**src/core/cpmc_pkg.sv**
```systemverilog
// Package for the CPU power mode controller: register map and constants
package cpmc_pkg;
	// Register indices; byte address is four times the index
	localparam logic [11:0] PMC_INDEX = 12'h087;
	localparam logic [11:0] PMX_INDEX = 12'h088;
	localparam logic [11:0] PMS_INDEX = 12'h089;
	localparam logic [11:0] PMC_ADDR = 12'h21C;
	localparam logic [11:0] PMX_ADDR = 12'h220;
	localparam logic [11:0] PMS_ADDR = 12'h224;
	// Field positions in power_mode_control
	localparam int IDLE_BIT = 0;
	localparam int STOP_BIT = 1;
	localparam int GPF_LSB = 2;
	localparam int GPF_MSB = 7;
	// Field positions in the extension control register
	localparam int MCD_EN_BIT = 0;
	localparam int WDT_EN_BIT = 1;
	localparam int WDT_LOCK_BIT = 2;
	// Reset values
	localparam logic [5:0] GPF_RESET = 6'h00;
	localparam logic MCD_EN_RESET = 1'b0;
	localparam logic WDT_EN_RESET = 1'b1;
	localparam logic [15:0] RESET_VECTOR = 16'h0000;
	// Timing
	localparam int CLK_PERIOD_NS = 10;
	localparam int MCD_TIMEOUT_US = 100;
	localparam int MCD_CYCLES = (MCD_TIMEOUT_US * 1000) / CLK_PERIOD_NS;
	// Power state of the core
	typedef enum logic [1:0] {
		CPMC_RUN = 2'b00,
		CPMC_IDLE = 2'b01,
		CPMC_STOP = 2'b10
	} cpmc_mode_type;
	// Clock and halt controls handed to the rest of the chip
	typedef struct packed {
		logic cpu_halt;
		logic periph_clk_run;
		logic osc_run;
	} cpmc_ctl_type;
endpackage

```
**src/core/cpmc_top.sv**
```systemverilog
// CPU power mode controller: idle and stop states behind an APB register
//
// Design decision made here: the APB slave port.
`timescale 1ns/1ps
module cpmc_top #(
	parameter int MCD_CYCLES = cpmc_pkg::MCD_CYCLES
) (
	// Clock and reset
	input wire logic ref_clk,
	input wire logic resetn,
	// APB slave
	input wire logic psel,
	input wire logic penable,
	input wire logic pwrite,
	input wire logic [11:0] paddr,
	input wire logic [31:0] pwdata,
	output logic [31:0] prdata,
	output logic pready,
	output logic pslverr,
	// Core handshake
	input wire logic instr_done,
	input wire logic irq_wake,
	input wire logic watchdog_expired,
	// Controls to the chip
	output cpmc_pkg::cpmc_ctl_type ctl,
	output logic wake_pulse,
	output logic reset_request,
	output logic restart_pulse,
	output logic [15:0] restart_addr
);
	cpmc_pkg::cpmc_mode_type mode_q, mode_d;
	logic pend_idle_q, pend_stop_q;
	logic [5:0] gpf_q;
	logic mcd_en_q, wdt_en_q, wdt_lock_q;
	logic [31:0] prdata_q, rdata_d;
	logic pready_q, pslverr_q;
	logic wake_q, rst_req_q, restart_q, booted_q;
	logic [15:0] restart_addr_q;
	logic [31:0] mcd_cnt_q;
	cpmc_pkg::cpmc_ctl_type ctl_q, ctl_d;

	wire setup = psel && !penable;
	wire access = psel && penable && pready_q;
	wire wr = access && pwrite;
	wire hit_pmc = paddr == cpmc_pkg::PMC_ADDR;
	wire hit_pmx = paddr == cpmc_pkg::PMX_ADDR;
	wire hit_pms = paddr == cpmc_pkg::PMS_ADDR;
	wire mapped = hit_pmc || hit_pmx || hit_pms;
	wire wr_pmc = wr && hit_pmc;
	wire wr_pmx = wr && hit_pmx;
	wire is_idle = mode_q == cpmc_pkg::CPMC_IDLE;
	wire is_stop = mode_q == cpmc_pkg::CPMC_STOP;
	wire enter_stop = pend_stop_q && instr_done;
	wire enter_idle = pend_idle_q && instr_done && !pend_stop_q;
	wire wdt_fire = wdt_en_q && watchdog_expired && !is_stop;
	wire mcd_fire = is_stop && mcd_en_q && mcd_cnt_q >= MCD_CYCLES - 1;
	// Disabling the watchdog is refused once the lock bit is set
	wire wdt_en_next = (pwdata[cpmc_pkg::WDT_EN_BIT] || wdt_lock_q);

	// Read data; select bits always read as 0
	always_comb begin
		rdata_d = 32'h0000_0000;
		if (hit_pmc) begin
			rdata_d[cpmc_pkg::GPF_MSB:cpmc_pkg::GPF_LSB] = gpf_q;
		end else if (hit_pmx) begin
			rdata_d[cpmc_pkg::MCD_EN_BIT] = mcd_en_q;
			rdata_d[cpmc_pkg::WDT_EN_BIT] = wdt_en_q;
			rdata_d[cpmc_pkg::WDT_LOCK_BIT] = wdt_lock_q;
		end else if (hit_pms) begin
			rdata_d[1:0] = mode_q;
		end
	end

	// Mode sequencing; an interrupt only matters in idle
	always_comb begin
		mode_d = mode_q;
		case (mode_q)
			cpmc_pkg::CPMC_RUN: begin
				if (enter_stop) begin
					mode_d = cpmc_pkg::CPMC_STOP;
				end else if (enter_idle) begin
					mode_d = cpmc_pkg::CPMC_IDLE;
				end
			end
			cpmc_pkg::CPMC_IDLE: begin
				if (irq_wake) begin
					mode_d = cpmc_pkg::CPMC_RUN;
				end
			end
			cpmc_pkg::CPMC_STOP: begin
				mode_d = cpmc_pkg::CPMC_STOP;
			end
			default: begin
				mode_d = cpmc_pkg::CPMC_RUN;
			end
		endcase
	end

	// Halted clocks in stop; idle only stops the CPU
	always_comb begin
		ctl_d.cpu_halt = mode_d != cpmc_pkg::CPMC_RUN;
		ctl_d.periph_clk_run = mode_d != cpmc_pkg::CPMC_STOP;
		ctl_d.osc_run = mode_d != cpmc_pkg::CPMC_STOP;
	end

	always_ff @(posedge ref_clk or negedge resetn) begin
		if (!resetn) begin
			pready_q <= 1'b0;
			pslverr_q <= 1'b0;
			prdata_q <= 32'h0000_0000;
		end else begin
			pready_q <= setup;
			pslverr_q <= setup && !mapped;
			prdata_q <= setup && !pwrite ? rdata_d : 32'h0000_0000;
		end
	end

	always_ff @(posedge ref_clk or negedge resetn) begin
		if (!resetn) begin
			gpf_q <= cpmc_pkg::GPF_RESET;
			mcd_en_q <= cpmc_pkg::MCD_EN_RESET;
			wdt_en_q <= cpmc_pkg::WDT_EN_RESET;
			wdt_lock_q <= 1'b0;
		end else begin
			if (wr_pmc) begin
				gpf_q <= pwdata[cpmc_pkg::GPF_MSB:cpmc_pkg::GPF_LSB];
			end
			if (wr_pmx) begin
				mcd_en_q <= pwdata[cpmc_pkg::MCD_EN_BIT];
				wdt_en_q <= wdt_en_next;
				wdt_lock_q <= wdt_lock_q || pwdata[cpmc_pkg::WDT_LOCK_BIT];
			end
		end
	end

	// Pending entry waits for the writing instruction to complete
	always_ff @(posedge ref_clk or negedge resetn) begin
		if (!resetn) begin
			pend_idle_q <= 1'b0;
			pend_stop_q <= 1'b0;
		end else begin
			if (wr_pmc && pwdata[cpmc_pkg::IDLE_BIT]) begin
				pend_idle_q <= 1'b1;
			end else if (instr_done) begin
				pend_idle_q <= 1'b0;
			end
			if (wr_pmc && pwdata[cpmc_pkg::STOP_BIT]) begin
				pend_stop_q <= 1'b1;
			end else if (instr_done) begin
				pend_stop_q <= 1'b0;
			end
		end
	end

	always_ff @(posedge ref_clk or negedge resetn) begin
		if (!resetn) begin
			mode_q <= cpmc_pkg::CPMC_RUN;
			ctl_q <= 3'b011;
			wake_q <= 1'b0;
		end else begin
			mode_q <= mode_d;
			ctl_q <= ctl_d;
			wake_q <= is_idle && irq_wake;
		end
	end

	// Clock detector count runs only in stop; the wide counter keeps
	// the default timeout reachable when the parameter is raised
	always_ff @(posedge ref_clk or negedge resetn) begin
		if (!resetn) begin
			mcd_cnt_q <= 32'h0000_0000;
		end else if (is_stop && mcd_en_q && !mcd_fire) begin
			mcd_cnt_q <= mcd_cnt_q + 32'h0000_0001;
		end else if (!is_stop) begin
			mcd_cnt_q <= 32'h0000_0000;
		end
	end

	// The request holds until the system reset clears it
	always_ff @(posedge ref_clk or negedge resetn) begin
		if (!resetn) begin
			rst_req_q <= 1'b0;
			restart_q <= 1'b0;
			booted_q <= 1'b0;
			restart_addr_q <= cpmc_pkg::RESET_VECTOR;
		end else begin
			if (wdt_fire || mcd_fire) begin
				rst_req_q <= 1'b1;
			end
			booted_q <= 1'b1;
			restart_q <= !booted_q;
			restart_addr_q <= cpmc_pkg::RESET_VECTOR;
		end
	end

	assign prdata = prdata_q;
	assign pready = pready_q;
	assign pslverr = pslverr_q;
	assign ctl = ctl_q;
	assign wake_pulse = wake_q;
	assign reset_request = rst_req_q;
	assign restart_pulse = restart_q;
	assign restart_addr = restart_addr_q;
endmodule

```
**config.mk**
```make
export PLATFORM = sky130hd
export DESIGN_NAME = cpmc_top
export DESIGN_NICKNAME = d
export VERILOG_FILES = /design/src/core/cpmc_pkg.sv /design/src/core/cpmc_top.sv
export SDC_FILE = /design/constraint.sdc
export NUM_CORES = 1
export LEC_CHECK = 0
export ABC_AREA = 1
export BUFFER_PORTS_ARGS = -buffer_cell sky130_fd_sc_hd__buf_4
export CAP_MARGIN = 10
export CORE_UTILIZATION = 46
export DETAILED_ROUTE_END_ITERATION = 7
export PLACE_DENSITY = 0.77
export SYNTH_ARGS = -nofsm -noshare
export SYNTH_HDL_FRONTEND = slang
export SYNTH_SLANG_ARGS = --single-unit
export TNS_END_PERCENT = 5
```
**constraint.sdc**
```tcl
create_clock -name ref_clk -period 1.6 [get_ports ref_clk]
set_input_delay 0.16 -clock ref_clk [delete_from_list [all_inputs] [get_ports ref_clk]]
set_output_delay 0.16 -clock ref_clk [all_outputs]
set_load 0.01 [all_outputs]
```
==> results.cfg, run 1 <==
[setup_path]
rrSetupSlack_ns = 0.11
path_cells = ha_2 > nand3_2 > nand3_1 > nand3_2 > nand4_4 > buf_4 > nand3_1 > nand2_1
crit_end = mcd_cnt_q[4]
cp_slowest_cell = dfrtp_1
cpPeakStageDelay_ns = 0.39
timing.rr.end = mcd_cnt_q[4]
reg2reg_depth = 8
r2r_start = mcd_cnt_q[0]
cp-start-kind = flip-flop
cp-end-kind = flip-flop
crit_buf_inv = 1
crit_required_ns = 1.82
worst-path-stages = 8
crit_family = simple AND/OR/NAND/NOR gates
path_class = flip-flop to flip-flop
cp.arrival_ns = 1.71
critPathLaunch = mcd_cnt_q[0]
cp_max_fo = 14

[synth]
ys_warn_count = 0
synth.area.mux_share_pct = 0
ys_seq_elements = 61
synth_top_family_by_area = simple AND/OR/NAND/NOR gates
synthAdderAreaFrac_pct = 0.3926
yosys.area_share.simple_pct = 30.47
avgSynthCellArea_sq_um = 8.277
synthDistinctLibCells = 31
synth_area_sq_um = 3187
synth_xor_area_share_pct = 2.199
synth_compound_area_share_pct = 2.316
synth_cells = 385
synth-seq-area-share_pct = 47.98

[placement]
hpwl_mm = 4.061
routabilityCongestion = 0.8080
dp_cells = 507
portBuffers = 43
pre_cts_slack_ns = 0.05916

[power_and_ir_drop]
p_sw_mw = 0.7364
p_comb_share_pct = 7.8
p_int_mw = 2.280
clockPowerShare_pct = 40.2
powerDensity_nw_per_um2 = 816.3
total_power_mw = 3.016
leakage_nw = 1.955
pwr-share-seq_pct = 52.0
vdd_drop_max_v = 0.0004814
switching_share_pct = 24.41

[floorplanning]
io_pins = 108
row_count = 29
die_x_um = 85.24
start_util_pct = 48.79
core_area_sq_um = 6531
die_area_sq_um = 7265
dieHeight_um = 85.24

[sta]
worst_pin_slew_ns = 0.7451
timing.fmax_ghz = 0.6702
clock_skew_ns = 0.007254
setup_ws_ns = 0.1079
rsz0062_at_grt = no
maxSlewHeadroom_pct = 50.32
setup_viol = 0
drv_slew = 0
period_minus_slack_ns = 1.492
setup-tns-final_ns = 0
hold_violations = 0
fin_crit_sh_pct = 93.26

[final_layout]
diodes = 0
drive_above_1_share_pct = 22.72
fin_cells = 526
syn2layout_area_growth_pct = 15.94
final_core_util_pct = 56.57
final_nets = 497
nFillCells = 597

[detailed_routing]
antenna_left = 0
wl_per_cell_um = 10.76
vias = 2430
drcViolationCount = 0
viasPerCell = 4.620
firstDrtPassIters = 4
finalWirelength_mm = 5.662
drt_iter0_markers = 206

[grt]
grt_use_total_pct = 17.61
antenna_found_initial = 0
grt_max_degree = 62
first_global_vias = 2327
gr-total-overflow = 0
grt_pass1_wl_mm = 10.01

[clock_tree]
worstSkewPairLatency_ns = 0.33
numCtsBuffers = 9
ctsHtreeMaxLevel = 3
ctsRootBufferMaster = clkbuf_8
clkSinkCount = 61
cts_tree = done
clockBufferDepth = 2
cts.clk_slew.worst_paths_ns = 0.07

[worst_hold_path]
hp-class = input pin to flip-flop

[outcome]
status = complete, no violations

[flow_run]
max_cap_viol_count = 0
## layout make-up
| type | instances | area (sq um) | area share, % |
|---|---|---|---|
| clock buffers | 12 | 155.1 | 4.199 |
| well taps | 77 | 96.34 | 2.608 |
| inverters | 47 | 176.4 | 4.775 |
| multi-input cells | 270 | 1284 | 34.74 |
| clock inverters | 4 | 23.77 | 0.6434 |
| flip-flops and latches | 61 | 1529 | 41.38 |
| repair buffers | 55 | 430.4 | 11.65 |
## worst min-delay path by stage
| stage | cells past startpoint | endpoint | slack [ns] | start |
|---|---|---|---|---|
| 3_5_place_dp | 1 | pend_stop_q | 0.28 | resetn |
| 6_report | 3 | gpf_q[2] | 0.02 | pwdata[4] |
| 5_1_grt | 3 | gpf_q[2] | 0.01 | pwdata[4] |
| 4_1_cts | 3 | gpf_q[3] | 0.006 | pwdata[5] |
| 2_1_floorplan | 0 | booted_q | -0.14 | resetn |
| 3_3_place_gp | 1 | mode_q[0] | 0.27 | resetn |
## metrics by stage
| stage | cell area (sq um) | hold slack [ns] |
|---|---|---|
| global route | 3695 | 0.01183 |
| global placement | 3486 | 0.2712 |
| detailed placement | 3486 | 0.2819 |
| CTS | 3685 | 0.005655 |
| finish | 3695 | 0.02244 |
| floorplan | 3333 | -0.1356 |
## cell usage after synthesis (all sizes together)
| library cell | n | area (sq um) |
|---|---|---|
| a21oi | 3 | 15.01 |
| a31oi | 1 | 6.260 |
| and3 | 1 | 6.260 |
| buf | 45 | 342.8 |
| clkbuf | 1 | 3.750 |
| conb | 2 | 7.510 |
| dfrtp | 59 | 1476 |
| dfstp | 2 | 52.55 |
| ha | 1 | 12.51 |
| inv | 47 | 176.4 |
| nand2 | 93 | 366.6 |
| nand3 | 38 | 200.2 |
| nand3b | 6 | 45.04 |
| nand4 | 6 | 52.55 |
| nor2 | 58 | 277.8 |
| nor3 | 2 | 10.01 |
| o21ai | 9 | 45.04 |
| o21bai | 1 | 7.510 |
| or2 | 2 | 12.51 |
| xnor2 | 4 | 35.03 |
| xor2 | 4 | 35.03 |
## worst min-delay path, cell delays in order
cell	delay, ns
buf_4	0.08
nand2_1	0.04
nand2_1	0.05
## flip-flops by register name, summed over array words and instances, names as in the netlist
| name | count |
|---|---|
| wdt_lock_q | 1 |
| restart_pulse | 1 |
| gpf_q | 6 |
| pslverr | 1 |
| mode_q | 2 |
| ctl | 2 |
| booted_q | 1 |
| mcd_cnt_q | 32 |
| pready | 1 |
| wdt_en_q | 1 |
| wake_pulse | 1 |
| prdata | 8 |
| pend_idle_q | 1 |
| mcd_en_q | 1 |
| pend_stop_q | 1 |
| reset_request | 1 |
## layer usage
| layer | global-route usage (%) | routed length [um] | up-vias |
|---|---|---|---|
| li1 | - | - | 1221 |
| met1 | 20.97 | 2453 | 1107 |
| met2 | 28.96 | 2730 | 88 |
| met3 | 4.961 | 337 | 14 |
| met4 | 9.553 | 141 | 0 |
| met5 | 0 | 0 | - |
## power by group through the flow
stage | combinational, mW | sequential (mW) | clock [mW]
5_1_grt | 0.263 | 1.57 | 1.34
4_1_cts | 0.237 | 1.57 | 1.26
6_report | 0.234 | 1.57 | 1.21
2_1_floorplan | 0.187 | 1.60 | 0
3_3_place_gp | 0.228 | 1.60 | 0
3_5_place_dp | 0.233 | 1.60 | 0
## cell usage in the layout, fill, tap and decap left out
| cell | n |
|---|---|
| nand2_1 | 88 |
| dfrtp_1 | 59 |
| buf_4 | 52 |
| inv_1 | 42 |
| nor2_1 | 42 |
| conb_1 | 41 |
| nand3_1 | 36 |
| nor2_2 | 12 |
| clkbuf_8 | 11 |
| o21ai_0 | 8 |
| nand3b_1 | 6 |
| inv_2 | 5 |
| nand4_1 | 5 |
| nand2_2 | 4 |
| nor2_4 | 4 |
| xnor2_1 | 4 |
| xor2_1 | 4 |
| a21oi_1 | 3 |
| clkinv_2 | 3 |
| or2_2 | 2 |
| nor3_1 | 2 |
| nand3_2 | 2 |
| dfstp_2 | 2 |
| dlygate4sd3_1 | 2 |
| and3_1 | 1 |
| nand4_4 | 1 |
| nand2_4 | 1 |
| o21bai_1 | 1 |
| a31oi_1 | 1 |
| o21ai_1 | 1 |
| ha_2 | 1 |
| clkbuf_1 | 1 |
| clkinv_4 | 1 |
| buf_12 | 1 |
## cells by family (layout without fill, tap and decap cells)
group | Yosys count | in the layout
AOI/OAI and AO/OA | 14 | 14
xor gates and xnor gates | 8 | 8
adders and majority gates | 1 | 1
buffers and inverters | 93 | 118
DFF | 61 | 61
other | 2 | 41
and+or+nand+nor | 206 | 206
## what timing repair did
| item | CTS | global route |
|---|---|---|
| endpoints found under the hold margin | 60 | 0 |
| hold buffers | 2 | 0 |
| setup buffers | 0 | 1 |
| gates resized for setup | 0 | 1 |
| setup endpoints to repair | 0 | 12 |
Power figures use the tool's default switching activity.
==> run 2, diff against run 1 <==
CELL_PAD_IN_SITES_DETAIL_PLACEMENT = 1   (was not set)
CELL_PAD_IN_SITES_GLOBAL_PLACEMENT = 1   (was not set)
CORE_UTILIZATION = 33   (was 46)
MAX_ROUTING_LAYER = met4   (was not set)
PLACE_DENSITY = not set   (was 0.77)
PLACE_DENSITY_LB_ADDON = 0.1   (was not set)
==> results.cfg, run 2 (synthesized netlist as in run 1, its figures left out) <==
[clock_tree]
numCtsBuffers = 9
post-cts-setup-buffer-count = 0
ctsRootBufferMaster = clkbuf_8
cts.clk_slew.worst_paths_ns = 0.07
ctsHtreeMaxLevel = 3
cts_tree = done
clkSinkCount = 61
worstSkewPairLatency_ns = 0.34
clockBufferDepth = 2

[setup_path]
cp_max_fo = 7
crit_required_ns = 1.88
cp-start-kind = flip-flop
cp.arrival_ns = 1.77
path_class = flip-flop to flip-flop
cp-end-kind = flip-flop
cpMostUsedCell = nand3_2
cpPeakStageDelay_ns = 0.39
cp_slowest_cell = dfrtp_1
path_cells = ha_2 > nand3_2 > nand3_1 > nand3_2 > nand2_2 > nor2_4 > clkbuf_16 > nand3b_1 > nand2_1

[placement]
portBuffers = 43
hpwl_mm = 5.073
pre_cts_slack_ns = 0.1127
routabilityCongestion = 0.7437

[final_layout]
final_nets = 506
drive_above_1_share_pct = 24.45
regMostFlops = mcd_cnt_q
largest_register_ffs = 32
diodes = 0
layout_common_cells = nand2_1 (88), dfrtp_1 (59), buf_4 (59)
layout_commonest_cell = nand2_1
syn2layout_area_growth_pct = 21.55

[power_and_ir_drop]
powerDensity_nw_per_um2 = 820.6
p_sw_mw = 0.7749
vdd_drop_max_v = 0.0003141
switching_share_pct = 24.38
leakage_nw = 2.016
p_int_mw = 2.404
p_comb_share_pct = 7.9
clockPowerShare_pct = 42.8
total_power_mw = 3.179
pwr-share-seq_pct = 49.3

[detailed_routing]
drcViolationCount = 0
viasPerCell = 4.252
antenna_left = 0
wl_per_cell_um = 11.65
drt_iter0_markers = 57
vias = 2496
firstDrtPassIters = 4
finalWirelength_mm = 6.836

[sta]
setup_viol = 0
timing.fmax_ghz = 0.6696
fin_crit_sh_pct = 93.34
drv_slew = 0
period_minus_slack_ns = 1.493
hold_violations = 0
setup-tns-final_ns = 0
clock_skew_ns = 0.009930
setup_ws_ns = 0.1066

[grt]
first_global_vias = 2607
grt_pass1_wl_mm = 11.89
antenna_found_initial = 0
grt_use_total_pct = 15.74
gr-total-overflow = 0
grt_max_degree = 22

[floorplanning]
start_util_pct = 34.33
core_area_sq_um = 9284
die_x_um = 100.3
die_area_sq_um = 10050
dieHeight_um = 100.3
io_pins = 108
row_count = 35

[flow_run]
max_cap_viol_count = 0

[worst_hold_path]
hp-class = input pin to flip-flop

[outcome]
status = complete, no violations
==> run 2: through the flow <==
| step | hold WS [ns] | area [sq um] | util, % | cells |
|---|---|---|---|---|
| after floorplan | -0.1356 | 3333 | - | 424 |
| after global placement | 0.06090 | 3631 | 39.11 | 568 |
| after detailed placement | 0.06203 | 3631 | 39.11 | 568 |
| after CTS | 0.004093 | 3844 | 41.40 | 586 |
| after global routing | 0.005261 | 3874 | 41.73 | 587 |
| final | 0.01638 | 3874 | 41.73 | 587 |
==> run 2: cell type report <==
class	instances	area (sq um)
Fill cell	1150	5410
Sequential cell	61	1529
Multi-Input combinational cell	270	1286
Timing Repair Buffer	64	528.0
Inverter	47	176.4
Tap cell	129	161.4
Clock buffer	12	145.1
Clock inverter	4	47.55
==> run 2: power groups by stage <==
stage / clock [mW] / combinational [mW] / sequential, mW
CTS: 1.41 / 0.257 / 1.57
detailed placement: 0 / 0.253 / 1.60
global route: 1.49 / 0.284 / 1.57
floorplan: 0 / 0.187 / 1.60
finish: 1.36 / 0.251 / 1.57
global placement: 0 / 0.250 / 1.60
==> run 2: final timing paths <==
path,from,to,slack [ns],depth (start not counted)
setup reg to reg,mcd_cnt_q[0],mcd_cnt_q[4],0.11,9
max in group asynchronous,resetn,ctl[0],0.89,3
min in group asynchronous,resetn,mcd_cnt_q[6],0.23,2
hold / removal,pwdata[6],gpf_q[4],0.02,3
hold reg to reg,booted_q,restart_pulse,0.39,1
setup / recovery,mcd_cnt_q[0],mcd_cnt_q[4],0.11,9
==> run 2: what timing repair did <==
item | 4_1_cts | 5_1_grt
hold buffers | 2 | 0
hold endpoints to repair | 35 | 0
setup endpoints to repair | 0 | 1
gates resized for setup | 0 | 3
==> run 2: critical path: cells and delay by family, from the launching register on <==
family | cells | cell delay [ns]
AND/OR/NAND/NOR | 7 | 0.67
flip-flops | 1 | 0.39
adder cells (fa/ha/maj) | 1 | 0.20
buffers and inverters | 1 | 0.18
==> run 2: routing by layer <==
layer | track usage [%] | up-vias | share of wire (%)
met1 | 18.33 | 1184 | 45
met3 | 4.596 | 8 | 5.4
met2 | 25.34 | 62 | 49
met5 | - | - | 0
met4 | 6.689 | 0 | 1.4
li1 | - | 1242 | -
==> run 3, diff against run 2 <==
PLACE_DENSITY = 0.78   (was not set)
PLACE_DENSITY_LB_ADDON = not set   (was 0.1)
==> results.cfg, run 3 (synthesized netlist as in run 1, its figures left out) <==
[outcome]
status = complete, no violations

[setup_path]
cp-start-kind = flip-flop
cpPeakStageDelay_ns = 0.45
cp_slowest_cell = dfrtp_1
cp-end-kind = flip-flop
path_cells = inv_1 > nand2_1 > nor2_1 > nand3_2 > nand2_2 > nor2_4 > buf_12 > nand3b_1 > nand2_1
cp_max_fo = 14
cp.arrival_ns = 1.69
cpMostUsedCell = nand2_1
crit_required_ns = 1.83
path_class = flip-flop to flip-flop

[floorplanning]
start_util_pct = 34.33
row_count = 35
dieHeight_um = 100.3
core_area_sq_um = 9284
die_x_um = 100.3
io_pins = 108
die_area_sq_um = 10050

[sta]
timing.fmax_ghz = 0.6843
period_minus_slack_ns = 1.461
fin_crit_sh_pct = 91.34
holdWs_ns = 0.01686
setup_viol = 0
rsz0062_at_grt = no
drv_slew = 0
hold_violations = 0
setup_ws_ns = 0.1386
clock_skew_ns = 0.007095
setup-tns-final_ns = 0

[final_layout]
drive_above_1_share_pct = 23.57
layout_commonest_cell = nand2_1
stdcell_area_sq_um = 3837
regMostFlops = mcd_cnt_q
diodes = 0
syn2layout_area_growth_pct = 20.42
final_nets = 502
layout_common_cells = nand2_1 (88), dfrtp_1 (59), buf_4 (55)
largest_register_ffs = 32

[power_and_ir_drop]
powerDensity_nw_per_um2 = 837.7
leakage_nw = 1.994
vdd_drop_max_v = 0.0003097

[placement]
pre_cts_slack_ns = 0.09550
dpl_cell_area_sq_um = 3608
hpwl_mm = 5.194
portBuffers = 43
routabilityCongestion = 0.7618

[clock_tree]
ctsHtreeMaxLevel = 3
clkSinkCount = 61
ctsRootBufferMaster = clkbuf_8
post-cts-setup-buffer-count = 0
worstSkewPairLatency_ns = 0.34
numCtsBuffers = 9
clockBufferDepth = 2
cts_tree = done
cts.clk_slew.worst_paths_ns = 0.07

[detailed_routing]
antenna_left = 0
viasPerCell = 4.268
finalWirelength_mm = 6.964
firstDrtPassIters = 4
wl_per_cell_um = 11.95
drt_iter0_markers = 98
drcViolationCount = 0
vias = 2488

[grt]
grt_use_total_pct = 16.41
gr-total-overflow = 0
grt_max_degree = 32
first_global_vias = 2730
antenna_found_initial = 0
grt_pass1_wl_mm = 12.51

[worst_hold_path]
hp-class = input pin to flip-flop

[flow_run]
max_cap_viol_count = 0
## run 3: cell types whose count changed in the layout (fill, tap and decap cells not counted), sizes merged
cell / change
buf: -3
clkbuf: -1
## run 3: final cells by class
cell class	instances	area, sq um
inverter	47	176.4
fill	1169	5446
clock buffer	12	155.1
clock inverter	4	47.55
timing repair buffer	60	484.2
multi-input combinational	270	1284
sequential	61	1529
tap	129	161.4
## run 3: worst paths after layout
check / start / to / cells past startpoint / slack (ns)
setup / recovery: mcd_cnt_q[11] / mcd_cnt_q[13] / 9 / 0.14
hold / removal: pwdata[4] / gpf_q[2] / 3 / 0.02
setup reg to reg: mcd_cnt_q[11] / mcd_cnt_q[13] / 9 / 0.14
hold reg to reg: booted_q / restart_pulse / 1 / 0.40
max in group asynchronous: resetn / wdt_en_q / 3 / 0.75
min in group asynchronous: resetn / prdata[7] / 2 / 0.30
## run 3: per-layer routing
| metal | up-vias | wire [um] | track usage, % |
|---|---|---|---|
| met5 | - | 0 | - |
| met4 | 0 | 116 | 6.577 |
| met3 | 7 | 252 | 3.969 |
| met2 | 49 | 3597 | 27.98 |
| met1 | 1200 | 2997 | 18.50 |
| li1 | 1232 | - | - |
## run 3: through the flow
| stage | utilization, % | instances | total power, mW |
|---|---|---|---|
| 2_1_floorplan | - | 424 | 1.788 |
| 3_3_place_gp | 38.87 | 565 | 1.841 |
| 3_5_place_dp | 38.87 | 565 | 1.847 |
| 4_1_cts | 41.27 | 583 | 3.267 |
| 5_1_grt | 41.33 | 583 | 3.362 |
| 6_report | 41.33 | 583 | 3.215 |
## run 3: worst max-delay path: cells and delay by family, from the launching register on
kind	cells	cell delay, ns
DFF	1	0.45
buffers and inverters	2	0.25
and+or+nand+nor	7	0.66
## run 3: where the power goes
part | switching (mW) | internal, mW | total, mW
logic | 0.163 | 0.0860 | 0.249
registers | 0.00877 | 1.56 | 1.57
clock network | 0.598 | 0.799 | 1.40
## run 3: what timing repair did
action / in CTS / in global routing
hold buffers: 2 / 0
setup endpoints to repair: 0 / 13
gates resized for setup: 0 / 2
hold endpoints to repair: 30 / 0
